[config.mk]
export PLATFORM = sky130hd
export DESIGN_NAME = scg_clock_ctrl
export DESIGN_NICKNAME = d
export VERILOG_FILES = /design/src/core/scg_pkg.sv /design/src/core/scg_clock_ctrl.sv
export SDC_FILE = /design/constraint.sdc
export NUM_CORES = 1
export LEC_CHECK = 0
export BUFFER_PORTS_ARGS = -buffer_cell sky130_fd_sc_hd__buf_4
export CAP_MARGIN = 5
export CELL_PAD_IN_SITES_DETAIL_PLACEMENT = 1
export CELL_PAD_IN_SITES_GLOBAL_PLACEMENT = 2
export CORE_MARGIN = 5
export CORE_UTILIZATION = 27
export DETAILED_ROUTE_END_ITERATION = 10
export HOLD_SLACK_MARGIN = 0.15
export PLACE_DENSITY_LB_ADDON = 0.1
export SETUP_SLACK_MARGIN = 0.5
export SLEW_MARGIN = 15
export SYNTH_ARGS = -nofsm -noshare
export SYNTH_HDL_FRONTEND = slang
export SYNTH_SLANG_ARGS = --single-unit
[constraint.sdc]
create_clock -name MCLK -period 2.5 [get_ports MCLK]
set_clock_uncertainty 0.1 [all_clocks]
set_input_delay 0.375 -clock MCLK [delete_from_list [all_inputs] [get_ports MCLK]]
set_output_delay 0.375 -clock MCLK [all_outputs]
set_load 0.01 [all_outputs]
[src/core/scg_pkg.sv]
// Package with register map, field layout and timing constants for clock gating control.
package scg_pkg;
	// ----------------------------------------
	// Register map
	// ----------------------------------------
	localparam logic [11:0] SCG_PM_OFS  = 12'h094;
	localparam logic [11:0] SCG_CLK_OFS = 12'h0A4;
	localparam logic [31:0] SCG_CLK_RST = 32'h0000_0000;
	localparam logic [1:0]  SCG_PM_RST  = 2'h0;
	// ----------------------------------------
	// Field layout
	// ----------------------------------------
	localparam int SCG_NOUT     = 7;
	localparam int SCG_NSLOT    = 4;
	localparam int SCG_DEV_LSB  = 8;
	localparam int SCG_STOP_BIT = 13;
	localparam int SCG_RUN_EN   = 14;
	localparam int SCG_RUN_MODE = 15;
	localparam logic [31:0] SCG_RW_MASK = 32'h0000_C7FF;
	localparam logic [1:0]  SCG_SLOT_OFF = 2'h3;
	localparam logic [1:0]  SCG_PS_D0 = 2'h0;
	localparam logic [1:0]  SCG_PS_D3 = 2'h3;
	// ----------------------------------------
	// Timing
	// ----------------------------------------
	localparam int SCG_MCLK_MHZ = 125;
	localparam int SCG_SEC_MHZ  = 62;
	localparam int SCG_HALF_CYC = (SCG_MCLK_MHZ / SCG_SEC_MHZ) / 2;
	typedef enum logic [1:0] {
		SCG_RUN  = 2'b00,
		SCG_STOP = 2'b01
	} scg_state_t;
endpackage : scg_pkg

[src/core/scg_clock_ctrl.sv]
// Secondary clock gating and clock-run control with an APB register slave.
// How it works
// - slot 0 output stops on code 11
// - slot 1 output stops on code 11
// - slot 2 output stops on code 11
// - slot 3 output stops on code 11
// - device 1 output stops on bit 8
// - device 2 output stops on bit 9
// - feedback output stops on bit 10
// - enables act in forward mode only
// - bit 13 shows clock stopped
// - bit 14 enables; mode 0 D3hot
// - mode 1 stops on idle bus with no primary request pending
// - D3 taken from power state field
//
// The APB register port was decided locally.
`timescale 1ns/1ps
`default_nettype none
module scg_clock_ctrl
	import scg_pkg::*;
#(
	parameter int HALF_CYC = SCG_HALF_CYC
) (
	input  wire logic                MCLK,
	input  wire logic                RSTN,
	input  wire logic                PSEL,
	input  wire logic                PENABLE,
	input  wire logic                PWRITE,
	input  wire logic [11:0]         PADDR,
	input  wire logic [31:0]         PWDATA,
	output var  logic [31:0]         PRDATA,
	output var  logic                PREADY,
	output var  logic                PSLVERR,
	input  wire logic                FORWARD_MODE,
	input  wire logic                SEC_BUS_IDLE,
	input  wire logic                PRI_REQ_PENDING,
	output var  logic [SCG_NOUT-1:0] CLOCK_OUT,
	output var  logic                SEC_CLOCK_STOPPED
);
	// ----------------------------------------
	// Pin synchronisers
	// ----------------------------------------
	logic [2:0] meta_r;
	logic [2:0] sync_r;
	logic       fwd;
	logic       idle;
	logic       preq;
	// First stage feeds only the second stage.
	always_ff @(posedge MCLK) begin
		if (!RSTN) begin
			meta_r <= 3'h0;
			sync_r <= 3'h0;
		end else begin
			meta_r <= {PRI_REQ_PENDING, SEC_BUS_IDLE, FORWARD_MODE};
			sync_r <= meta_r;
		end
	end
	assign fwd  = sync_r[0];
	assign idle = sync_r[1];
	assign preq = sync_r[2];

	// ----------------------------------------
	// APB slave
	// ----------------------------------------
	logic [31:0] ctl_r;
	logic [1:0]  pstate_r;
	logic        stopped_r;
	logic        acc;
	logic        hit_clk;
	logic        hit_pm;
	logic [31:0] rd;
	assign acc     = PSEL & PENABLE & PREADY;
	assign hit_clk = (PADDR == SCG_CLK_OFS);
	assign hit_pm  = (PADDR == SCG_PM_OFS);

	// Read view; status bit comes from the gating state.
	always_comb begin
		rd = 32'h0000_0000;
		if (hit_clk) begin
			rd = ctl_r & SCG_RW_MASK;
			rd[SCG_STOP_BIT] = stopped_r;
		end else if (hit_pm) begin
			rd[1:0] = pstate_r;
		end
	end

	// One wait state keeps every answer straight from a flop.
	always_ff @(posedge MCLK) begin
		if (!RSTN) begin
			PREADY  <= 1'b0;
			PRDATA  <= 32'h0000_0000;
			PSLVERR <= 1'b0;
		end else begin
			PREADY  <= PSEL & PENABLE & ~PREADY;
			PRDATA  <= rd;
			PSLVERR <= PSEL & PENABLE & ~PREADY & ~(hit_clk | hit_pm);
		end
	end

	// Control register write, reserved bits dropped.
	always_ff @(posedge MCLK) begin
		if (!RSTN) begin
			ctl_r <= SCG_CLK_RST;
		end else if (acc && PWRITE && hit_clk) begin
			ctl_r <= PWDATA & SCG_RW_MASK;
		end
	end

	// Power state; codes 01 and 10 are not implemented and ignored.
	always_ff @(posedge MCLK) begin
		if (!RSTN) begin
			pstate_r <= SCG_PM_RST;
		end else if (acc && PWRITE && hit_pm) begin
			if (PWDATA[1:0] == SCG_PS_D0 || PWDATA[1:0] == SCG_PS_D3) begin
				pstate_r <= PWDATA[1:0];
			end
		end
	end

	// ----------------------------------------
	// Clock-run decision
	// ----------------------------------------
	logic stop_req;
	always_comb begin
		stop_req = 1'b0;
		if (ctl_r[SCG_RUN_EN]) begin
			if (ctl_r[SCG_RUN_MODE]) begin
				stop_req = idle & ~preq;
			end else begin
				stop_req = (pstate_r == SCG_PS_D3);
			end
		end
	end

	// ----------------------------------------
	// Secondary clock divider and stop state
	// ----------------------------------------
	logic [7:0] div_r;
	logic       tick;
	logic       phase_r;
	scg_state_t state_r;
	assign tick = (div_r == 8'(HALF_CYC - 1));

	// Divider gives a one-cycle enable per half period.
	always_ff @(posedge MCLK) begin
		if (!RSTN || tick) begin
			div_r <= 8'h00;
		end else begin
			div_r <= div_r + 8'h01;
		end
	end

	// Stop only at a low phase so no output sees a runt pulse.
	always_ff @(posedge MCLK) begin
		if (!RSTN) begin
			state_r <= SCG_RUN;
			phase_r <= 1'b0;
		end else if (tick) begin
			unique case (state_r)
				SCG_RUN: begin
					if (!phase_r && stop_req) begin
						state_r <= SCG_STOP;
					end else begin
						phase_r <= ~phase_r;
					end
				end
				SCG_STOP: begin
					if (!stop_req) begin
						state_r <= SCG_RUN;
						phase_r <= 1'b1;
					end
				end
				default: state_r <= SCG_RUN;
			endcase
		end
	end
	assign stopped_r = (state_r == SCG_STOP);

	always_ff @(posedge MCLK) begin
		if (!RSTN) begin
			SEC_CLOCK_STOPPED <= 1'b0;
		end else begin
			SEC_CLOCK_STOPPED <= stopped_r;
		end
	end

	// ----------------------------------------
	// Per-output gating
	// ----------------------------------------
	logic [SCG_NOUT-1:0] off;
	genvar g;
	generate
		for (g = 0; g < SCG_NOUT; g++) begin : gen_out
			if (g < SCG_NSLOT) begin : gen_slot
				assign off[g] = (ctl_r[2*g+1:2*g] == SCG_SLOT_OFF);
			end else begin : gen_dev
				assign off[g] = ctl_r[SCG_DEV_LSB+g-SCG_NSLOT];
			end
			always_ff @(posedge MCLK) begin
				if (!RSTN) begin
					CLOCK_OUT[g] <= 1'b0;
				end else begin
					CLOCK_OUT[g] <= phase_r & ~(fwd & off[g]);
				end
			end
		end
	endgenerate
endmodule : scg_clock_ctrl
`default_nettype wire

* Word level (Yosys, flattened, before mapping)
Cells that the tools add are included.
** Cells by class
- Add/subtract/negate cells :: 1
- Reductions and logical operators :: 16
- Multiplexer cells :: 10
- Equality and inequality tests :: 12
- Bitwise operators :: 31
** Operator list (number)
- == test 12 x 8 -> 1 bit, second input constant :: 2
- AND 1 bit :: 19
- == test 2 bit, second input constant :: 6
- NOT 1 bit :: 11
- adder 8 x 1 -> 8 bit, second input constant :: 1
- logical NOT 8 bit :: 1
- 2-to-1 mux 2 bit :: 4
- inequality test 2 bit, second input constant :: 3
- logical AND 1 bit :: 4
- logical NOT 2 bit :: 2
- 2-to-1 mux 1 bit :: 4
- one-hot mux 2 bit (2 select lines) :: 1
- AND reduction 2 bit :: 2
- AND reduction 4 bit :: 1
- AND reduction 3 bit :: 1
- == test 2 x 1 -> 1 bit, second input constant :: 1
- logical NOT 1 bit :: 2
- logical OR 1 bit :: 2
- one-hot mux 1 bit (2 select lines) :: 1
- nonzero test 2 bit :: 1
- OR 1 bit :: 1
** Word-level totals
- Output and inout port bits :: 42
- Logic and storage cells :: 89
- Input bits :: 52
- Flip-flop bits (word level) :: 74

* Logic depth before layout (Yosys ltp)
Gate-level depths: netlist of the first run.
- Depth after elaboration :: 7
- Mapped depth :: 6
- Depth with buffers taken out :: 6

* Worst setup path after synthesis of the first run
No wires, ideal clock.
- Path type :: input to register
- Start point :: input PADDR[6]
- End point :: register ctl_r[15]
- Stages on the path :: 6
- Required time :: 2.284 ns
- Library setup time :: 0.116 ns
- Slack :: 0.423 ns
- Arrival time :: 1.861 ns
- Buffers on the path :: 2
- Cells stage by stage :: or4bb_1 > or4_4 > buf_6 > buf_12 > mux2i_1 > nor2b_1
** Between the ends
- Cells in the longest elaborated chain, start to end :: 2
** RTL lines
- from (decl) :: RTL line scg_clock_ctrl.sv:29 : input wire logic [11:0] PADDR,
- == test 12 x 8 -> 1 bit :: RTL line scg_clock_ctrl.sv:73 : assign hit_clk = (PADDR == SCG_CLK_OFS);
- logical AND 1 bit :: RTL line scg_clock_ctrl.sv:104 : end else if (acc && PWRITE && hit_clk) begin
- to (signal assigned) :: RTL line scg_clock_ctrl.sv:105 : ctl_r <= PWDATA & SCG_RW_MASK;
- to (decl) :: RTL line scg_clock_ctrl.sv:65 : logic [31:0] ctl_r;
No other way between the ends.
A chain may end at the register's enable or synchronous reset.

* Final worst setup path of the first run
- Start point :: input PADDR[6]
- End point :: register ctl_r[4]
Same word-level chain as after synthesis.

==> results.yml, run 1 <==
yosys:
  synthArstFlopShare_pct: 0
  avgSynthCellArea_um2: 10.8
  synth_cell_types: 38
  ys_ff_latch: 55
  synth_edf_count: 0
  synth_top_area_share_pct: 53.0
  synth_ff_type: "dfxtp_1"
  synth_common_cells: "dfxtp_1, buf_4, mux2i_1, nor2b_1, and3_1"
  syn_area_mm2: 0.00208
  yosysMostFrequentCell: "dfxtp_1"
  yosys_warnings: 0
  synth-seq-area-share_pct: 53.0
  synth_area_leaders: "dfxtp_1, mux2i_1, buf_4"
  synth_top_area_cell: "dfxtp_1"
  syn_inst: 193
die:
  start_util_pct: 27.3
  dieArea_mm2: 0.00954
  num_rows: 32
  die_w_um: 97.7
  io_pins: 94
  die_y_um: 97.7
  core_area_mm2: 0.00761
hold_path:
  worstHoldStart: "PRI_REQ_PENDING"
  hold_path.class: "primary input to flip-flop"
  whs_path_depth: 2
  worstHoldEndpoint: "meta_r[2]"
grt:
  antenna_found_initial: 0
  grt-ovfl-total: 0
  grt_max_degree: 44
  grt_pass1_wl_mm: 7.47
  grt_usage_pct: 9.63
  grt_pass1_vias: 1456
finish:
  final_core_util_pct: 34.3
  fin_cells: 353
  layout-drive-gt1-share_pct: 27.9
  n_antenna_cell: 0
  nets: 304
  areaGrowthSynthToFinish_pct: 25.6
clock_tree:
  h-tree-depth: 2
  cts_buffer_depth: 2
  cts_hold_buf: 0
  clock_sinks: 55
  post-cts-setup-buffers: 0
  cts_resized: 0
  path_clk_slew_ns: 0.10
  clock_latency_ns: 0.30
  numCtsBuffers: 5
  cts_tree: "built"
  clockRootBuffer: "clkbuf_8"
worst_setup_path:
  reg2reg_slack_ns: 0.81
  crit_path_end_kind: "flip-flop"
  timing.rr.end: "ctl_r[4]"
  ff2ff_path_depth: 4
  critPathRequiredTime_ns: 2.61
  start_kind: "primary input"
  arrival_ns: 1.98
  path_max_fanout: 13
  path_class: "primary input to flip-flop"
  r2r-start: "PREADY"
place:
  dp_slack_ns: 0.287
  place_hpwl_mm: 3.31
  port_buffers: 56
  dp.cells: 345
  gp_congestion: 0.679
power:
  finalPower_mw: 1.48
  irDropWorstVdd_mv: 0.237
  total_leakage_power_nw: 1.22
  power_density_mw_per_mm2: 567
sta:
  rsz0062_at_grt: "false"
  setup-violations-final: 0
  clock.fmax_mhz: 533
  fin_setup_tns_ns: 0
  drv_slew: 0
  fin_crit_sh_pct: 75.0
  finalHoldViolCount: 0
  setup_ws_ns: 0.624
  layout_min_cycle_time_ns: 1.88
job:
  drv_cap: 0
drt:
  wl_per_cell_um: 12.8
  drt-pass1-iter-count: 2
  drcViolationCount: 0
  ant_nets: 0
  wirelength_mm: 4.53
  vias: 1441
  drtIter0Drc: 23
  avgViaCountPerCell: 4.08
run_status:
  outcome: "completed"
==> through the flow <==
stage	hold WS, ns	area [um^2]
floorplan	0.312	2140
CTS	0.156	2610
global placement	0.315	2520
global route	0.151	2610
detailed placement	0.323	2520
finish	0.169	2610
==> area by class of cell <==
class / count / area (um^2)
Clock buffer: 5 / 68.8
Fill cell: 881 / 5000
Clock inverter: 3 / 20.0
Sequential cell: 55 / 1100
Tap cell: 102 / 128
Inverter: 2 / 7.51
Timing Repair Buffer: 58 / 435
Multi-Input combinational cell: 128 / 846
==> logic make-up (layout without fill, tap and decap cells) <==
| group | after synthesis | in the layout | share of synthesized area [%] |
|---|---|---|---|
| xor gates and xnor gates | 6 | 6 | 2.53 |
| adders and majority gates | 2 | 2 | 1.21 |
| DFF | 55 | 55 | 53.0 |
| AOI/OAI and AO/OA | 17 | 17 | 5.24 |
| other | 1 | 18 | 0.181 |
| muxes | 15 | 15 | 7.23 |
| buffers and inverters | 27 | 68 | 9.28 |
| and+or+nand+nor | 70 | 70 | 21.3 |
==> cells in the final DEF, fill, tap and decap left out, drive strengths merged <==
master	synthesis	final
clkinvlp	0	2
and2	11	11
xor2	3	3
nand3b	1	1
nor4b	1	1
dfxtp	55	55
clkbuf	5	5
nor3b	1	1
buf	20	58
nor2	5	5
clkinv	0	1
or4	2	2
and3	14	14
nand4	1	1
or4b	1	1
xnor2	3	3
a21boi	2	2
nand2	4	4
or4bb	2	2
nand3	5	5
o21ai	3	3
conb	1	18
nor4	1	1
and4b	1	1
nor3	3	3
mux2i	15	15
a31oi	4	4
nand2b	1	1
and3b	1	1
ha	2	2
a21oi	4	4
o21bai	1	1
inv	2	2
a22oi	2	2
o221a	1	1
nor2b	15	15
==> registers in the layout, indices dropped and copies added (netlist names) <==
signal	count
PREADY	1
phase_r	1
CLOCK_OUT	7
sync_r	3
state_r	1
pstate_r	2
ctl_r	13
PSLVERR	1
SEC_CLOCK_STOPPED	1
div_r	8
meta_r	3
PRDATA	14
==> worst max path at each step <==
stage              from         to  slack, ns  cells past startpoint
2_1_floorplan  PADDR[6]  ctl_r[15]       0.42                      6
3_3_place_gp   PADDR[1]   ctl_r[8]       0.31                      5
3_5_place_dp   PADDR[6]   ctl_r[4]       0.29                      5
4_1_cts        PADDR[6]   ctl_r[4]       0.63                      5
5_1_grt        PADDR[6]   ctl_r[4]       0.55                      5
6_report       PADDR[6]   ctl_r[4]       0.62                      5
==> power breakdown <==
part           leakage, nW  internal, mW  switching, mW  total (mW)
clock network       0.0402         0.196          0.290       0.486
registers            0.446         0.888        0.00541       0.894
logic                0.731        0.0531         0.0437      0.0968
==> per-layer routing <==
metal | track usage, % | vias to the layer above | wire (um)
li1 | - | 733 | -
met1 | 12.3 | 665 | 2160
met2 | 15.1 | 36 | 2070
met3 | 2.94 | 7 | 228
met4 | 3.83 | 0 | 67
met5 | 0 | - | 0
==> worst max-delay path: stages <==
cell and delay (ns):
buf_4 0.11, or4bb_1 0.52, or4_4 0.69, mux2i_1 0.22, nor2b_1 0.06
No activity file was read; power rests on OpenSTA's default activity.
==> run 2: changes to the inputs <==
--- a/config.mk
+++ b/config.mk
@@ -10,7 +10,7 @@
 export CELL_PAD_IN_SITES_DETAIL_PLACEMENT = 1
 export CELL_PAD_IN_SITES_GLOBAL_PLACEMENT = 2
 export CORE_MARGIN = 5
-export CORE_UTILIZATION = 27
+export CORE_UTILIZATION = 24
 export DETAILED_ROUTE_END_ITERATION = 10
 export HOLD_SLACK_MARGIN = 0.15
 export PLACE_DENSITY_LB_ADDON = 0.1
==> constraint.sdc (replaced) <==
create_clock -name MCLK -period 1.6 [get_ports MCLK]
set_clock_uncertainty 0.1 [all_clocks]
set_input_delay 0.24 -clock MCLK [delete_from_list [all_inputs] [get_ports MCLK]]
set_output_delay 0.24 -clock MCLK [all_outputs]
set_load 0.01 [all_outputs]
==> run 2 against run 1 <==
Against the previous run: the flow now finishes with violations (negative setup slack); combinational power grew 130%; critical path depth is the same; design area grew 26%; flip-flop and latch count is the same; routed wire length grew 22%; global-route usage grew 0.94 points; sequential share of layout area shrank 7.7 points; critical path type unchanged; highest routed layer unchanged.
==> results.yml, run 2 (synthesis gave the netlist of run 1 again) <==
clock_tree:
  cts_buffer_depth: 2
  path_clk_slew_ns: 0.10
  clock_sinks: 55
  h-tree-depth: 2
  clockRootBuffer: "clkbuf_8"
  cts_hold_buf: 17
  clock_latency_ns: 0.31
  cts_tree: "built"
  numCtsBuffers: 5
drt:
  drt-pass1-iter-count: 3
  wl_per_cell_um: 14.2
  drcViolationCount: 0
  ant_nets: 0
  wirelength_mm: 5.53
  avgViaCountPerCell: 4.21
  drtIter0Drc: 16
  vias: 1643
grt:
  grt-ovfl-total: 0
  antenna_found_initial: 0
  grt_pass1_wl_mm: 8.54
  grt_max_degree: 31
  grt_pass1_vias: 1766
  grt_usage_pct: 10.6
die:
  start_util_pct: 24.2
  core_area_mm2: 0.00859
  num_rows: 34
  dieArea_mm2: 0.0106
  die_w_um: 103
  io_pins: 94
  die_y_um: 103
finish:
  regMostFlops: "PRDATA"
  final_cell_mix: "buf_6, buf_4, dfxtp_1, dfxtp_2, conb_1"
  layout_commonest_cell: "buf_6"
  layout-drive-gt1-share_pct: 51.4
  areaGrowthSynthToFinish_pct: 58.2
  top_regs: "PRDATA x14, ctl_r x13, div_r x8"
  largest_reg_flops: 14
  nets: 335
  n_antenna_cell: 0
place:
  gp_congestion: 0.664
  dp_slack_ns: -0.471
  port_buffers: 56
  place_hpwl_mm: 3.82
power:
  irDropWorstVdd_mv: 0.357
  power_density_mw_per_mm2: 740
  total_leakage_power_nw: 1.44
  finalPower_mw: 2.43
sta:
  setup_ws_ns: -0.0790
  rsz0062_at_grt: "true"
  fin_crit_sh_pct: 105
  drv_slew: 0
  setup-violations-final: 13
  clock.fmax_mhz: 596
  finalHoldViolCount: 0
  layout_min_cycle_time_ns: 1.68
job:
  drv_cap: 0
run_status:
  outcome: "finished with violations"
  violations: "negative setup slack"
worst_setup_path:
  path_class: "primary input to flip-flop"
  crit_path_end_kind: "flip-flop"
  arrival_ns: 1.78
  critPathRequiredTime_ns: 1.70
  path_max_fanout: 7
  start_kind: "primary input"
hold_path:
  hold_path.class: "primary input to flip-flop"
## run 2: worst max-delay path, cell delays in order
cell     delay [ns]
buf_6          0.09
or4_4          0.57
or4_4          0.64
mux2i_1        0.19
nor2b_1        0.06
## run 2: worst paths after layout
kind | start | endpoint | slack [ns] | depth (start not counted)
setup / recovery | PADDR[10] | ctl_r[15] | -0.08 | 5
hold / removal | PWDATA[0] | pstate_r[1] | 0.16 | 3
setup reg to reg | PREADY | ctl_r[15] | 0.03 | 4
hold reg to reg | meta_r[2] | sync_r[2] | 0.34 | 1
## run 2: repair_timing
action | CTS | global route
endpoints found under the setup margin | 63 | 70
hold endpoints to repair | 17 | 1
pin swaps | 13 | 2
buffers inserted | 4 | 1
cloned | 1 | 0
resized for setup | 92 | 16
## run 2: per-layer routing
layer / wire, um / share of wire [%] / vias up / track usage [%]
li1: - / - / 802 / -
met1: 2420 / 44 / 787 / 12.3
met2: 2700 / 49 / 46 / 18.6
met3: 278 / 5.0 / 8 / 2.44
met4: 121 / 2.2 / 0 / 4.18
met5: 0 / 0 / - / 0
## run 2: layout make-up
type | count | area (um^2)
Clock inverter | 3 | 28.8
Multi-Input combinational cell | 129 | 1070
Inverter | 2 | 7.51
Timing Repair Buffer | 88 | 842
Clock buffer | 5 | 68.8
Fill cell | 966 | 5310
Sequential cell | 55 | 1140
Tap cell | 108 | 135
## run 2: where the power goes
group	internal, mW	switching [mW]	total, mW
clock	0.326	0.486	0.812
sequential	1.39	0.0112	1.40
combinational	0.131	0.0880	0.219
total	1.84	0.586	2.43
## run 2: metrics by stage
stage	hold WS [ns]	util [%]	area, um^2	cells	TNS (ns)
CTS	0.141	37.5	3220	389	-0.676
global route	0.147	38.2	3280	390	-1.05
global placement	0.318	30.3	2600	359	-8.70
floorplan	0.267	-	2150	210	-5.45
detailed placement	0.322	30.3	2600	359	-8.82
finish	0.162	38.2	3280	390	-0.747
